$ cat config.mk
export PLATFORM = sky130hd
export DESIGN_NAME = rectifier_alarm_status_encoder
export DESIGN_NICKNAME = d
export VERILOG_FILES = /design/src/alarm_pkg.sv /design/src/period_tick.sv /design/src/sticky_irq.sv /design/src/rectifier_alarm_status_encoder.sv
export SDC_FILE = /design/constraint.sdc
export NUM_CORES = 1
export LEC_CHECK = 0
export BUFFER_PORTS_ARGS = -buffer_cell sky130_fd_sc_hd__buf_2
export CAP_MARGIN = 20
export CORE_UTILIZATION = 55
export CTS_CLUSTER_SIZE = 8
export DETAILED_ROUTE_END_ITERATION = 10
export PLACE_DENSITY = 0.92
export SYNTH_ARGS = -nofsm -noshare
export SYNTH_HDL_FRONTEND = slang
export SYNTH_HIERARCHICAL = 1
export SYNTH_SLANG_ARGS = --single-unit
$ cat constraint.sdc
create_clock -name pclk -period 3.6 [get_ports pclk]
set_clock_uncertainty 0.1 [all_clocks]
set_input_delay 0.72 -clock pclk [delete_from_list [all_inputs] [get_ports pclk]]
set_output_delay 0.72 -clock pclk [all_outputs]
set_load 0.02 [all_outputs]
$ cat src/alarm_pkg.sv
// Shared constants for the rectifier alarm and indicator encoder
package alarm_pkg;
  localparam int unsigned CLK_HZ = 25_000_000;
  localparam int unsigned PG_PULSE_US = 1000;
  localparam int unsigned PG_PULSE_CYC = (CLK_HZ / 1_000_000) * PG_PULSE_US;
  localparam int unsigned BLINK_MS = 250;
  localparam int unsigned BLINK_CYC = (CLK_HZ / 1000) * BLINK_MS;
  localparam int unsigned OTW_MARGIN_C = 5;

  // APB register map
  localparam logic [7:0] ADDR_COND = 8'h00;
  localparam logic [7:0] ADDR_STATUS = 8'h04;
  localparam logic [7:0] ADDR_IRQ = 8'h08;
  localparam logic [7:0] ADDR_MASK = 8'h0C;
  localparam logic [7:0] ADDR_TEMP = 8'h10;
  localparam logic [7:0] ADDR_CTRL = 8'h14;

  // Condition register bit positions
  localparam int unsigned C_INFUSE = 0;
  localparam int unsigned C_OVLATCH = 1;
  localparam int unsigned C_INLIM = 2;
  localparam int unsigned C_OVCUR = 3;
  localparam int unsigned C_MINOR = 4;
  localparam int unsigned C_SVCREQ = 5;
  localparam int unsigned C_COMLOSS = 6;
  localparam int unsigned C_FAN1 = 7;
  localparam int unsigned C_FAN2 = 8;
  localparam int unsigned C_NOAC = 9;
  localparam int unsigned C_BOOST = 10;
  localparam int unsigned C_PGPRED = 11;
  localparam int unsigned COND_W = 12;
  localparam logic [COND_W-1:0] COND_RST = 12'h000;

  // Event bits
  localparam int unsigned E_FAULT = 0;
  localparam int unsigned E_PG = 1;
  localparam int unsigned E_OTW = 2;
  localparam int unsigned E_SHUT = 3;
  localparam int unsigned EV_W = 4;

  localparam logic [7:0] TEMP_RST = 8'h00;
  localparam logic [7:0] TSHUT_RST = 8'h69;

  typedef enum logic [2:0] {
    MODE_ANALOG = 3'b001,
    MODE_SMBUS = 3'b010,
    MODE_MULTIDROP = 3'b100
  } mode_e;
endpackage

$ cat src/period_tick.sv
// Free-running divider producing a one-cycle tick each period
module period_tick #(
  parameter int unsigned PERIOD = 1000
) (
  input wire logic pclk,
  input wire logic presetn,
  output logic tick
);
  logic [$clog2(PERIOD+1)-1:0] count;

  always_ff @(posedge pclk or negedge presetn) begin
    if (!presetn) begin
      count <= '0;
      tick <= 1'b0;
    end else if (count == $bits(count)'(PERIOD - 1)) begin
      count <= '0;
      tick <= 1'b1;
    end else begin
      count <= count + 1'b1;
      tick <= 1'b0;
    end
  end
endmodule

$ cat src/sticky_irq.sv
// Sticky event bits with write-one-to-clear and masked interrupt
module sticky_irq #(
  parameter int unsigned W = 4
) (
  input wire logic pclk,
  input wire logic presetn,
  input wire logic [W-1:0] event_in,
  input wire logic clr_en,
  input wire logic [W-1:0] clr_bits,
  input wire logic mask_we,
  input wire logic [W-1:0] mask_wdata,
  output logic [W-1:0] flags,
  output logic [W-1:0] mask,
  output logic irq
);
  genvar i;
  generate
    for (i = 0; i < W; i++) begin : g_bit
      // Set wins over a simultaneous clear
      always_ff @(posedge pclk or negedge presetn) begin
        if (!presetn) begin
          flags[i] <= 1'b0;
        end else if (event_in[i]) begin
          flags[i] <= 1'b1;
        end else if (clr_en && clr_bits[i]) begin
          flags[i] <= 1'b0;
        end
      end
    end
  endgenerate

  always_ff @(posedge pclk or negedge presetn) begin
    if (!presetn) begin
      mask <= '0;
    end else if (mask_we) begin
      mask <= mask_wdata;
    end
  end

  assign irq = |(flags & mask);
endmodule

$ cat src/rectifier_alarm_status_encoder.sv
// Rectifier condition encoder: indicators, alarm pins, APB registers
//
// How it works
// RL1: Pre-alarm lights service, pulls over-temp low
// RL2: Over-temp warning asserts five degrees before shutdown
// RL3: Blown fuse: fault lit, fault/pg low
// RL4: Latched overvoltage: output off, fault/pg low
// RL5: Input out of limits blinks input LED
// RL6: Overcurrent blinks output, pulses power-good
// RL7: Non-shutdown fault: fault LED, fault low
// RL8: Service request blinks service in smbus mode
// RL9: Communication loss blinks fault in multidrop
// RL10: One fan tolerated, two force shutdown
// RL11: Output enabled only with on/off grounded; multidrop mode ignores on/off
// RL12: Power-good low when output loss predicted
// RL13: Fault output high unless a fault exists
// RL14: Protocol pin selects smbus or multidrop mode
// RL15: Identity levels give four low address bits
// RL16: Interlock pin gates the main output
// RL17: Thermal shutdown: all alarms low
// RL18: Shutdowns outrank warnings; blink from prescaler
//
// Decided for this implementation: the placing of the registers and register access over APB.
module rectifier_alarm_status_encoder #(
  parameter int unsigned PG_PULSE_CYCLES = alarm_pkg::PG_PULSE_CYC,
  parameter int unsigned BLINK_CYCLES = alarm_pkg::BLINK_CYC
) (
  input wire logic pclk,
  input wire logic presetn,
  input wire logic psel,
  input wire logic penable,
  input wire logic pwrite,
  input wire logic [7:0] paddr,
  input wire logic [31:0] pwdata,
  output logic [31:0] prdata,
  output logic pready,
  output logic pslverr,
  output logic irq,
  input wire logic on_off_grounded,
  input wire logic interlock_mated,
  input wire logic protocol_open,
  input wire logic protocol_resistor,
  input wire logic [3:0] unit_ident_level,
  input wire logic [3:0] rack_ident_level,
  output logic [3:0] low_address_bits,
  output logic main_output_en,
  output alarm_pkg::mode_e mode,
  output logic led_input,
  output logic led_output,
  output logic led_service,
  output logic led_fault,
  output logic fault_n_oe_n,
  output logic power_good_warn_n_oe_n,
  output logic overtemp_warn_n_oe_n,
  output logic module_seated_oe_n,
  output logic fault_n,
  output logic power_good_warn_n,
  output logic overtemp_warn_n,
  output logic module_seated
);
  import alarm_pkg::*;

  ////////////////////////////////////////////////////////////////////
  // Register file
  logic [COND_W-1:0] cond;
  logic [7:0] temp_c;
  logic [7:0] tshut_c;
  logic [EV_W-1:0] flags;
  logic [EV_W-1:0] mask;
  logic [EV_W-1:0] events;
  logic wr;
  logic mapped;
  logic [2:0] prev_alarm;
  logic prev_shut;

  function automatic logic addr_hit(input logic [7:0] a,
                                    input logic [7:0] off);
    return a == off;
  endfunction

  assign wr = psel && penable && pwrite;
  assign pready = 1'b1;
  assign mapped = addr_hit(paddr, ADDR_COND) || addr_hit(paddr, ADDR_STATUS)
               || addr_hit(paddr, ADDR_IRQ) || addr_hit(paddr, ADDR_MASK)
               || addr_hit(paddr, ADDR_TEMP) || addr_hit(paddr, ADDR_CTRL);
  assign pslverr = psel && penable && !mapped;

  always_ff @(posedge pclk or negedge presetn) begin
    if (!presetn) begin
      cond <= COND_RST;
    end else if (wr && addr_hit(paddr, ADDR_COND)) begin
      cond <= pwdata[COND_W-1:0];
    end
  end

  always_ff @(posedge pclk or negedge presetn) begin
    if (!presetn) begin
      temp_c <= TEMP_RST;
      tshut_c <= TSHUT_RST;
    end else if (wr && addr_hit(paddr, ADDR_TEMP)) begin
      temp_c <= pwdata[7:0];
      tshut_c <= pwdata[15:8];
    end
  end

  ////////////////////////////////////////////////////////////////////
  // Mode and address straps
  mode_e next_mode;
  always_comb begin
    if (protocol_resistor) begin
      next_mode = MODE_MULTIDROP; // [RL14]
    end else if (protocol_open) begin
      next_mode = MODE_SMBUS; // [RL14]
    end else begin
      next_mode = MODE_ANALOG;
    end
  end

  always_ff @(posedge pclk or negedge presetn) begin
    if (!presetn) begin
      mode <= MODE_SMBUS;
      low_address_bits <= 4'h0;
    end else begin
      mode <= next_mode;
      low_address_bits <= unit_ident_level ^ rack_ident_level; // [RL15]
    end
  end

  ////////////////////////////////////////////////////////////////////
  // Blink and power-good pulse timing
  logic blink_tick;
  logic pg_tick;
  logic blink;
  logic pg_pulse;

  period_tick #(.PERIOD(BLINK_CYCLES)) u_blink (
    .pclk(pclk),
    .presetn(presetn),
    .tick(blink_tick)
  );

  period_tick #(.PERIOD(PG_PULSE_CYCLES)) u_pg (
    .pclk(pclk),
    .presetn(presetn),
    .tick(pg_tick)
  );

  always_ff @(posedge pclk or negedge presetn) begin
    if (!presetn) begin
      blink <= 1'b0;
    end else if (blink_tick) begin
      blink <= !blink; // [RL18]
    end
  end

  always_ff @(posedge pclk or negedge presetn) begin
    if (!presetn) begin
      pg_pulse <= 1'b0;
    end else if (!cond[C_OVCUR]) begin
      pg_pulse <= 1'b0;
    end else if (pg_tick) begin
      pg_pulse <= !pg_pulse; // [RL6]
    end
  end

  ////////////////////////////////////////////////////////////////////
  // Condition priority encoding
  logic thermal_shut;
  logic thermal_warn;
  logic [8:0] temp_margin;
  logic li, lo, ls, lf, fa, pg, ot;
  logic out_allowed;
  logic run_ok;
  logic hard_shut;

  assign temp_margin = {1'b0, temp_c} + 9'(OTW_MARGIN_C);
  assign thermal_shut = temp_c >= tshut_c;
  assign thermal_warn = temp_margin >= {1'b0, tshut_c}; // [RL2]
  assign hard_shut = thermal_shut || cond[C_FAN2];

  always_comb begin
    li = 1'b1;
    lo = 1'b1;
    ls = 1'b0;
    lf = 1'b0;
    fa = 1'b1;
    pg = 1'b1;
    ot = 1'b1;
    run_ok = 1'b1;
    // Shutdowns first, then warnings
    if (thermal_shut) begin
      lo = 1'b0; // [RL17]
      run_ok = 1'b0;
      ls = 1'b1;
      lf = 1'b1;
      fa = 1'b0;
      pg = 1'b0;
      ot = 1'b0;
    end else if (cond[C_FAN2]) begin
      lo = 1'b0; // [RL10]
      run_ok = 1'b0;
      lf = 1'b1;
      fa = 1'b0;
      pg = 1'b0;
    end else if (cond[C_INFUSE] || cond[C_BOOST]) begin
      lo = 1'b0; // [RL3]
      run_ok = 1'b0;
      lf = 1'b1;
      fa = 1'b0;
      pg = 1'b0;
    end else if (cond[C_OVLATCH]) begin
      lo = 1'b0; // [RL4]
      run_ok = 1'b0;
      lf = 1'b1;
      fa = 1'b0;
      pg = 1'b0;
    end else if (cond[C_NOAC]) begin
      run_ok = 1'b0;
      li = 1'b0;
      lo = 1'b0;
      pg = 1'b0;
    end else if (cond[C_INLIM]) begin
      li = blink; // [RL5]
      run_ok = 1'b0;
      lo = 1'b0;
      pg = 1'b0;
    end else if (thermal_warn) begin
      ls = 1'b1; // [RL1]
      ot = 1'b0; // [RL2]
    end else if (cond[C_OVCUR]) begin
      lo = blink; // [RL6]
      pg = !pg_pulse; // [RL6]
    end else if (cond[C_MINOR]) begin
      lf = 1'b1; // [RL7]
      fa = 1'b0; // [RL13]
    end else if (mode == MODE_SMBUS && cond[C_SVCREQ]) begin
      ls = blink; // [RL8]
    end else if (mode == MODE_MULTIDROP && cond[C_COMLOSS]) begin
      lf = blink; // [RL9]
    end
    // Single fan failure alone changes nothing here [RL10]
    if (!out_allowed && fa) begin
      lo = 1'b0;
      pg = 1'b0;
    end
    if (cond[C_PGPRED]) begin
      pg = 1'b0; // [RL12]
    end
  end

  // Standby unless on/off grounded (analog/smbus) and interlock mated
  assign out_allowed = interlock_mated // [RL16]
      && (on_off_grounded || next_mode == MODE_MULTIDROP); // [RL11]

  ////////////////////////////////////////////////////////////////////
  // Registered outputs
  always_ff @(posedge pclk or negedge presetn) begin
    if (!presetn) begin
      led_input <= 1'b0;
      led_output <= 1'b0;
      led_service <= 1'b0;
      led_fault <= 1'b0;
      fault_n <= 1'b1;
      power_good_warn_n <= 1'b1;
      overtemp_warn_n <= 1'b1;
      module_seated <= 1'b0;
    end else begin
      led_input <= li;
      led_output <= lo;
      led_service <= ls;
      led_fault <= lf;
      fault_n <= fa; // [RL13]
      power_good_warn_n <= pg;
      overtemp_warn_n <= ot;
      module_seated <= 1'b0;
    end
  end

  // Output runs unless in standby or stopped
  always_ff @(posedge pclk or negedge presetn) begin
    if (!presetn) begin
      main_output_en <= 1'b0;
    end else begin
      main_output_en <= out_allowed && run_ok; // [RL16]
    end
  end

  // Open drain: enable low pulls the wire low
  assign fault_n_oe_n = fault_n;
  assign power_good_warn_n_oe_n = power_good_warn_n;
  assign overtemp_warn_n_oe_n = overtemp_warn_n;
  assign module_seated_oe_n = module_seated;

  ////////////////////////////////////////////////////////////////////
  // Events and interrupt
  always_ff @(posedge pclk or negedge presetn) begin
    if (!presetn) begin
      prev_alarm <= 3'b111;
      prev_shut <= 1'b0;
    end else begin
      prev_alarm <= {overtemp_warn_n, power_good_warn_n, fault_n};
      prev_shut <= hard_shut;
    end
  end

  assign events[E_FAULT] = prev_alarm[0] && !fault_n;
  assign events[E_PG] = prev_alarm[1] && !power_good_warn_n;
  assign events[E_OTW] = prev_alarm[2] && !overtemp_warn_n;
  assign events[E_SHUT] = !prev_shut && hard_shut;

  sticky_irq #(.W(EV_W)) u_irq (
    .pclk(pclk),
    .presetn(presetn),
    .event_in(events),
    .clr_en(wr && addr_hit(paddr, ADDR_IRQ)),
    .clr_bits(pwdata[EV_W-1:0]),
    .mask_we(wr && addr_hit(paddr, ADDR_MASK)),
    .mask_wdata(pwdata[EV_W-1:0]),
    .flags(flags),
    .mask(mask),
    .irq(irq)
  );

  ////////////////////////////////////////////////////////////////////
  // Read data
  always_ff @(posedge pclk or negedge presetn) begin
    if (!presetn) begin
      prdata <= 32'h0000_0000;
    end else if (psel && !penable && !pwrite) begin
      prdata <= 32'h0000_0000;
      case (paddr)
        ADDR_COND: prdata <= {20'h0_0000, cond};
        ADDR_STATUS: prdata <= {16'h0000, mode, low_address_bits,
                               main_output_en, module_seated,
                               overtemp_warn_n, power_good_warn_n, fault_n,
                               led_fault, led_service, led_output, led_input};
        ADDR_IRQ: prdata <= {28'h000_0000, flags};
        ADDR_MASK: prdata <= {28'h000_0000, mask};
        ADDR_TEMP: prdata <= {16'h0000, tshut_c, temp_c};
        default: prdata <= 32'h0000_0000;
      endcase
    end
  end
endmodule

==> summary.md <==
| Metric | Value |
|---|---|
| DR pass1 iterations | 5 |
| Clk slew on worst S/H paths | approximately 60 ps |
| WL/cell | between 15 and 20 um |
| Routed vias/inst | approximately 6 |
| GRT Total Usage | between 20% and 30% |
| Asr flop ratio synth | 100% |
| Worst vdd ir | 391 uV |
| CTS Buf Count | 17 |
| Setup TNS Final | 0 ps |
| Cells after synthesis | around 530 |
| Seq/Total Area, Yosys | around 49% |
| Crit path time final | ~3000 ps |
| PortBufs | 76 |
| IO Count | between 100 and 150 |
| Vias in the first global route | between 4000 and 5000 |
| P&R area growth vs syn | 17.7% |
| Final Max Slew Viols | 0 |
| Count of final setup violators | 0 |
| Clk_lat worst skew | between 500 and 600 ps |
| CTS tree | yes |
| WL met1 | around 5.5 mm |
| Root buffer cell | clkbuf_8 |
| Top sig layer | met4 |
| Total congestion overflow | 0 |
| Worst Path Arrival | between 3000 and 4000 ps |
| Htree depth | 4 |
| Met2 WL | approximately 7 mm |
| Compound-cell area share of the yosys netlist | 10.1% |
| Rel. slew slack | about 32% |
| Kind of critical path | flop to flop |
| Main combinational cell family by area after synthesis | simple AND/OR/NAND/NOR gates |
| Routability Congestion | 0.902 |
| Slew @ Worst Pin | ~1000 ps |
| Final nets | approximately 680 |
| Fin. Hold Viols | 0 |
| Worst hold path type | input port to asynchronous set/reset pin |
| Mapped Area | roughly 0.0057 sq mm |
| Yosys reg bits | roughly 110 |
| Worst setup SP type | flop |
| Post-Synth Simple-Gate Area | about 18% |
| CTS Buffer Depth | 2 |
| Max_cap viols | 0 |
| Post-synth EDFFs | 0 |
| Placeable Area | roughly 0.010 sq mm |
| Required time of the critical path | between 3000 and 4000 ps |
| RSZ-0062 raised after global routing | no |
| Critical path endpoint category | flop |
| Crit-path max FO | 6 |
| DRC | 0 |
| Postcts setup bufs | 0 |
| DPL Wire Length | between 9 and 10 mm |
| Syn avg cell area | 10.9 sq um |
| Core Util, Final | between 60 and 70% |
| Fmax | approximately 330 MHz |
| Diodes inserted | 0 |
| Row cnt | 36 |
| Synth unique cells | 60 |
| Initial antenna violation count | 0 |
| Die area | approximately 0.011 sq mm |
| Initial Util | between 50% and 60% |
| Die span in y | between 100 and 150 um |
| Fin crit share | ~83% |
| Post-Synth XOR/XNOR Area | about 5.3% |
| Routed vias | 4474 |
| Leakage | between 0.003 and 0.004 uW |
| Power per Cell Area | between 400 and 500 mW/mm^2 |
| Hold Buf Count CTS | 0 |
| Post-cts sizing count | 0 |
| Share of layout cells above drive strength 1 | between 20% and 30% |
| Pin count of the biggest net entering global routing | 59 |
| Cells on worst reg2reg path | 9 |
| Met3 wire length | roughly 840 um |
| Total Routed Length | 13.9 mm |
| Initial DRC Count | between 200 and 300 |
| Die X-Extent | roughly 100 um |
| Post-synth top flop | dfrtp_1 |
| Post-synthesis adder-cell area fraction | ~4.1% |
| First-pass GRT wire length | roughly 23 mm |
| Synth Warn # | 6 |
| Run status | finished clean |
| Post-synthesis mux area share | under 10% |
| Antenna Nets Post-Route | 0 |
| Clock sinks | 113 |
worst paths after layout:
| check | start | end | slack [ps] |
|---|---|---|---|
| max reg2reg | temp_c[0]$_DFFE_PN0P_ | power_good_warn_n$_DFF_PN1_ | 610 |
| min reg2reg | fault_n$_DFF_PN1_ | prev_alarm[0]$_DFF_PN1_ | 310 |
| min in group pclk | protocol_resistor | mode[2]$_DFF_PN0_ | 260 |
| min | presetn | u_blink/count[14]$_DFF_PN0_ | 150 |
| max | temp_c[0]$_DFFE_PN0P_ | power_good_warn_n$_DFF_PN1_ | 610 |
| max in group asynchronous | presetn | prev_alarm[0]$_DFF_PN1_ | 2450 |
report_power, final:
part	internal, uW	leakage (uW)	total [uW]	switching [uW]
clock network	1190	0.000310	1760	575
logic	81.2	0.00139	224	142
registers	1320	0.00146	1350	36.0
synthesized netlist by cell type (5+ instances only):
library cell / n / area [sq um]
xor2_1: 20 / 175
dfrtp_1: 102 / 2550
a22oi_1: 10 / 75.1
nand3_1: 21 / 105
nor4b_1: 5 / 43.8
nor2b_1: 7 / 43.8
a21oi_1: 17 / 85.1
dfstp_2: 11 / 289
inv_1: 12 / 45.0
and3_1: 7 / 43.8
nor2_1: 32 / 120
buf_4: 24 / 180
ha_1: 19 / 238
nand2_1: 43 / 161
mux2_2: 32 / 360
o21ai_0: 24 / 120
or3_1: 9 / 56.3
xnor2_1: 15 / 131
clkbuf_1: 6 / 22.5
or4_1: 5 / 37.5
nor3_1: 10 / 50.1
a222oi_1: 7 / 70.1
a21o_1: 5 / 37.5
nand4_1: 8 / 50.1
nor4_1: 10 / 62.6
flip-flops by register name, indices dropped and copies added (netlist names), 4 cells and up:
register          count
u_pg/count           15
u_blink/count        23
u_irq/flags           4
u_irq/mask            4
low_address_bits      4
temp_c                8
prdata               16
cond                 12
tshut_c               8
final cells by class:
class / count / area [sq um]
Clock buffer: 21 / 469
Tap cell: 133 / 166
Clock inverter: 10 / 156
Timing Repair Buffer: 82 / 440
Inverter: 12 / 45.0
Multi-Input combinational cell: 380 / 2650
Fill cell: 717 / 3190
Sequential cell: 113 / 2840
layer usage:
| metal | up-vias | global-route usage, % |
|---|---|---|
| li1 | 2040 | - |
| met3 | 36 | 5.39 |
| met5 | - | 0 |
| met1 | 2218 | 32.7 |
| met2 | 180 | 46.2 |
| met4 | 0 | 13.0 |
stage by stage:
| stage | hold WS (ps) | power (uW) | std cells | cell area, sq um | setup WS (ps) |
|---|---|---|---|---|---|
| 2_1_floorplan | 294 | 1510 | 545 | 5810 | 885 |
| 3_3_place_gp | 302 | 1580 | 720 | 6140 | 591 |
| 3_5_place_dp | 300 | 1590 | 720 | 6140 | 449 |
| 4_1_cts | 160 | 3360 | 751 | 6770 | 668 |
| 5_1_grt | 206 | 3440 | 751 | 6770 | 399 |
| 6_report | 153 | 3340 | 751 | 6770 | 605 |
layout by cell type, fill, tap and decap left out, drive strengths merged, types with 7 or more instances in the layout:
cell type and count:
dfrtp 102, buf 82, nand2 43, mux2 36
nor2 32, o21ai 27, nand3 22, clkbuf 21
xor2 20, ha 19, conb 19, a21oi 17
xnor2 15, inv 12, nor4 12, dfstp 11
nor3 11, a22oi 10, nand4 10, or3 9
and3 8, nor2b 7, a222oi 7
cells by family (layout without fill, tap and decap cells):
group | count (synthesis) | after routing
buf+inv | 52 | 125
simple gates | 181 | 181
other cells | 2 | 19
compound gates | 88 | 88
fa+ha+maj | 19 | 19
mux | 38 | 38
xor+xnor | 35 | 35
flops | 113 | 113
worst max-delay path, stage by stage (launching register included):
cell	delay, ps
dfrtp_1	460
ha_1	280
o2111ai_1	280
xnor2_1	180
ha_1	290
a211oi_1	280
o211ai_1	130
o221ai_1	330
a41oi_1	250
nor4b_1	330
Note: power is estimated with default switching activity, not from simulation.
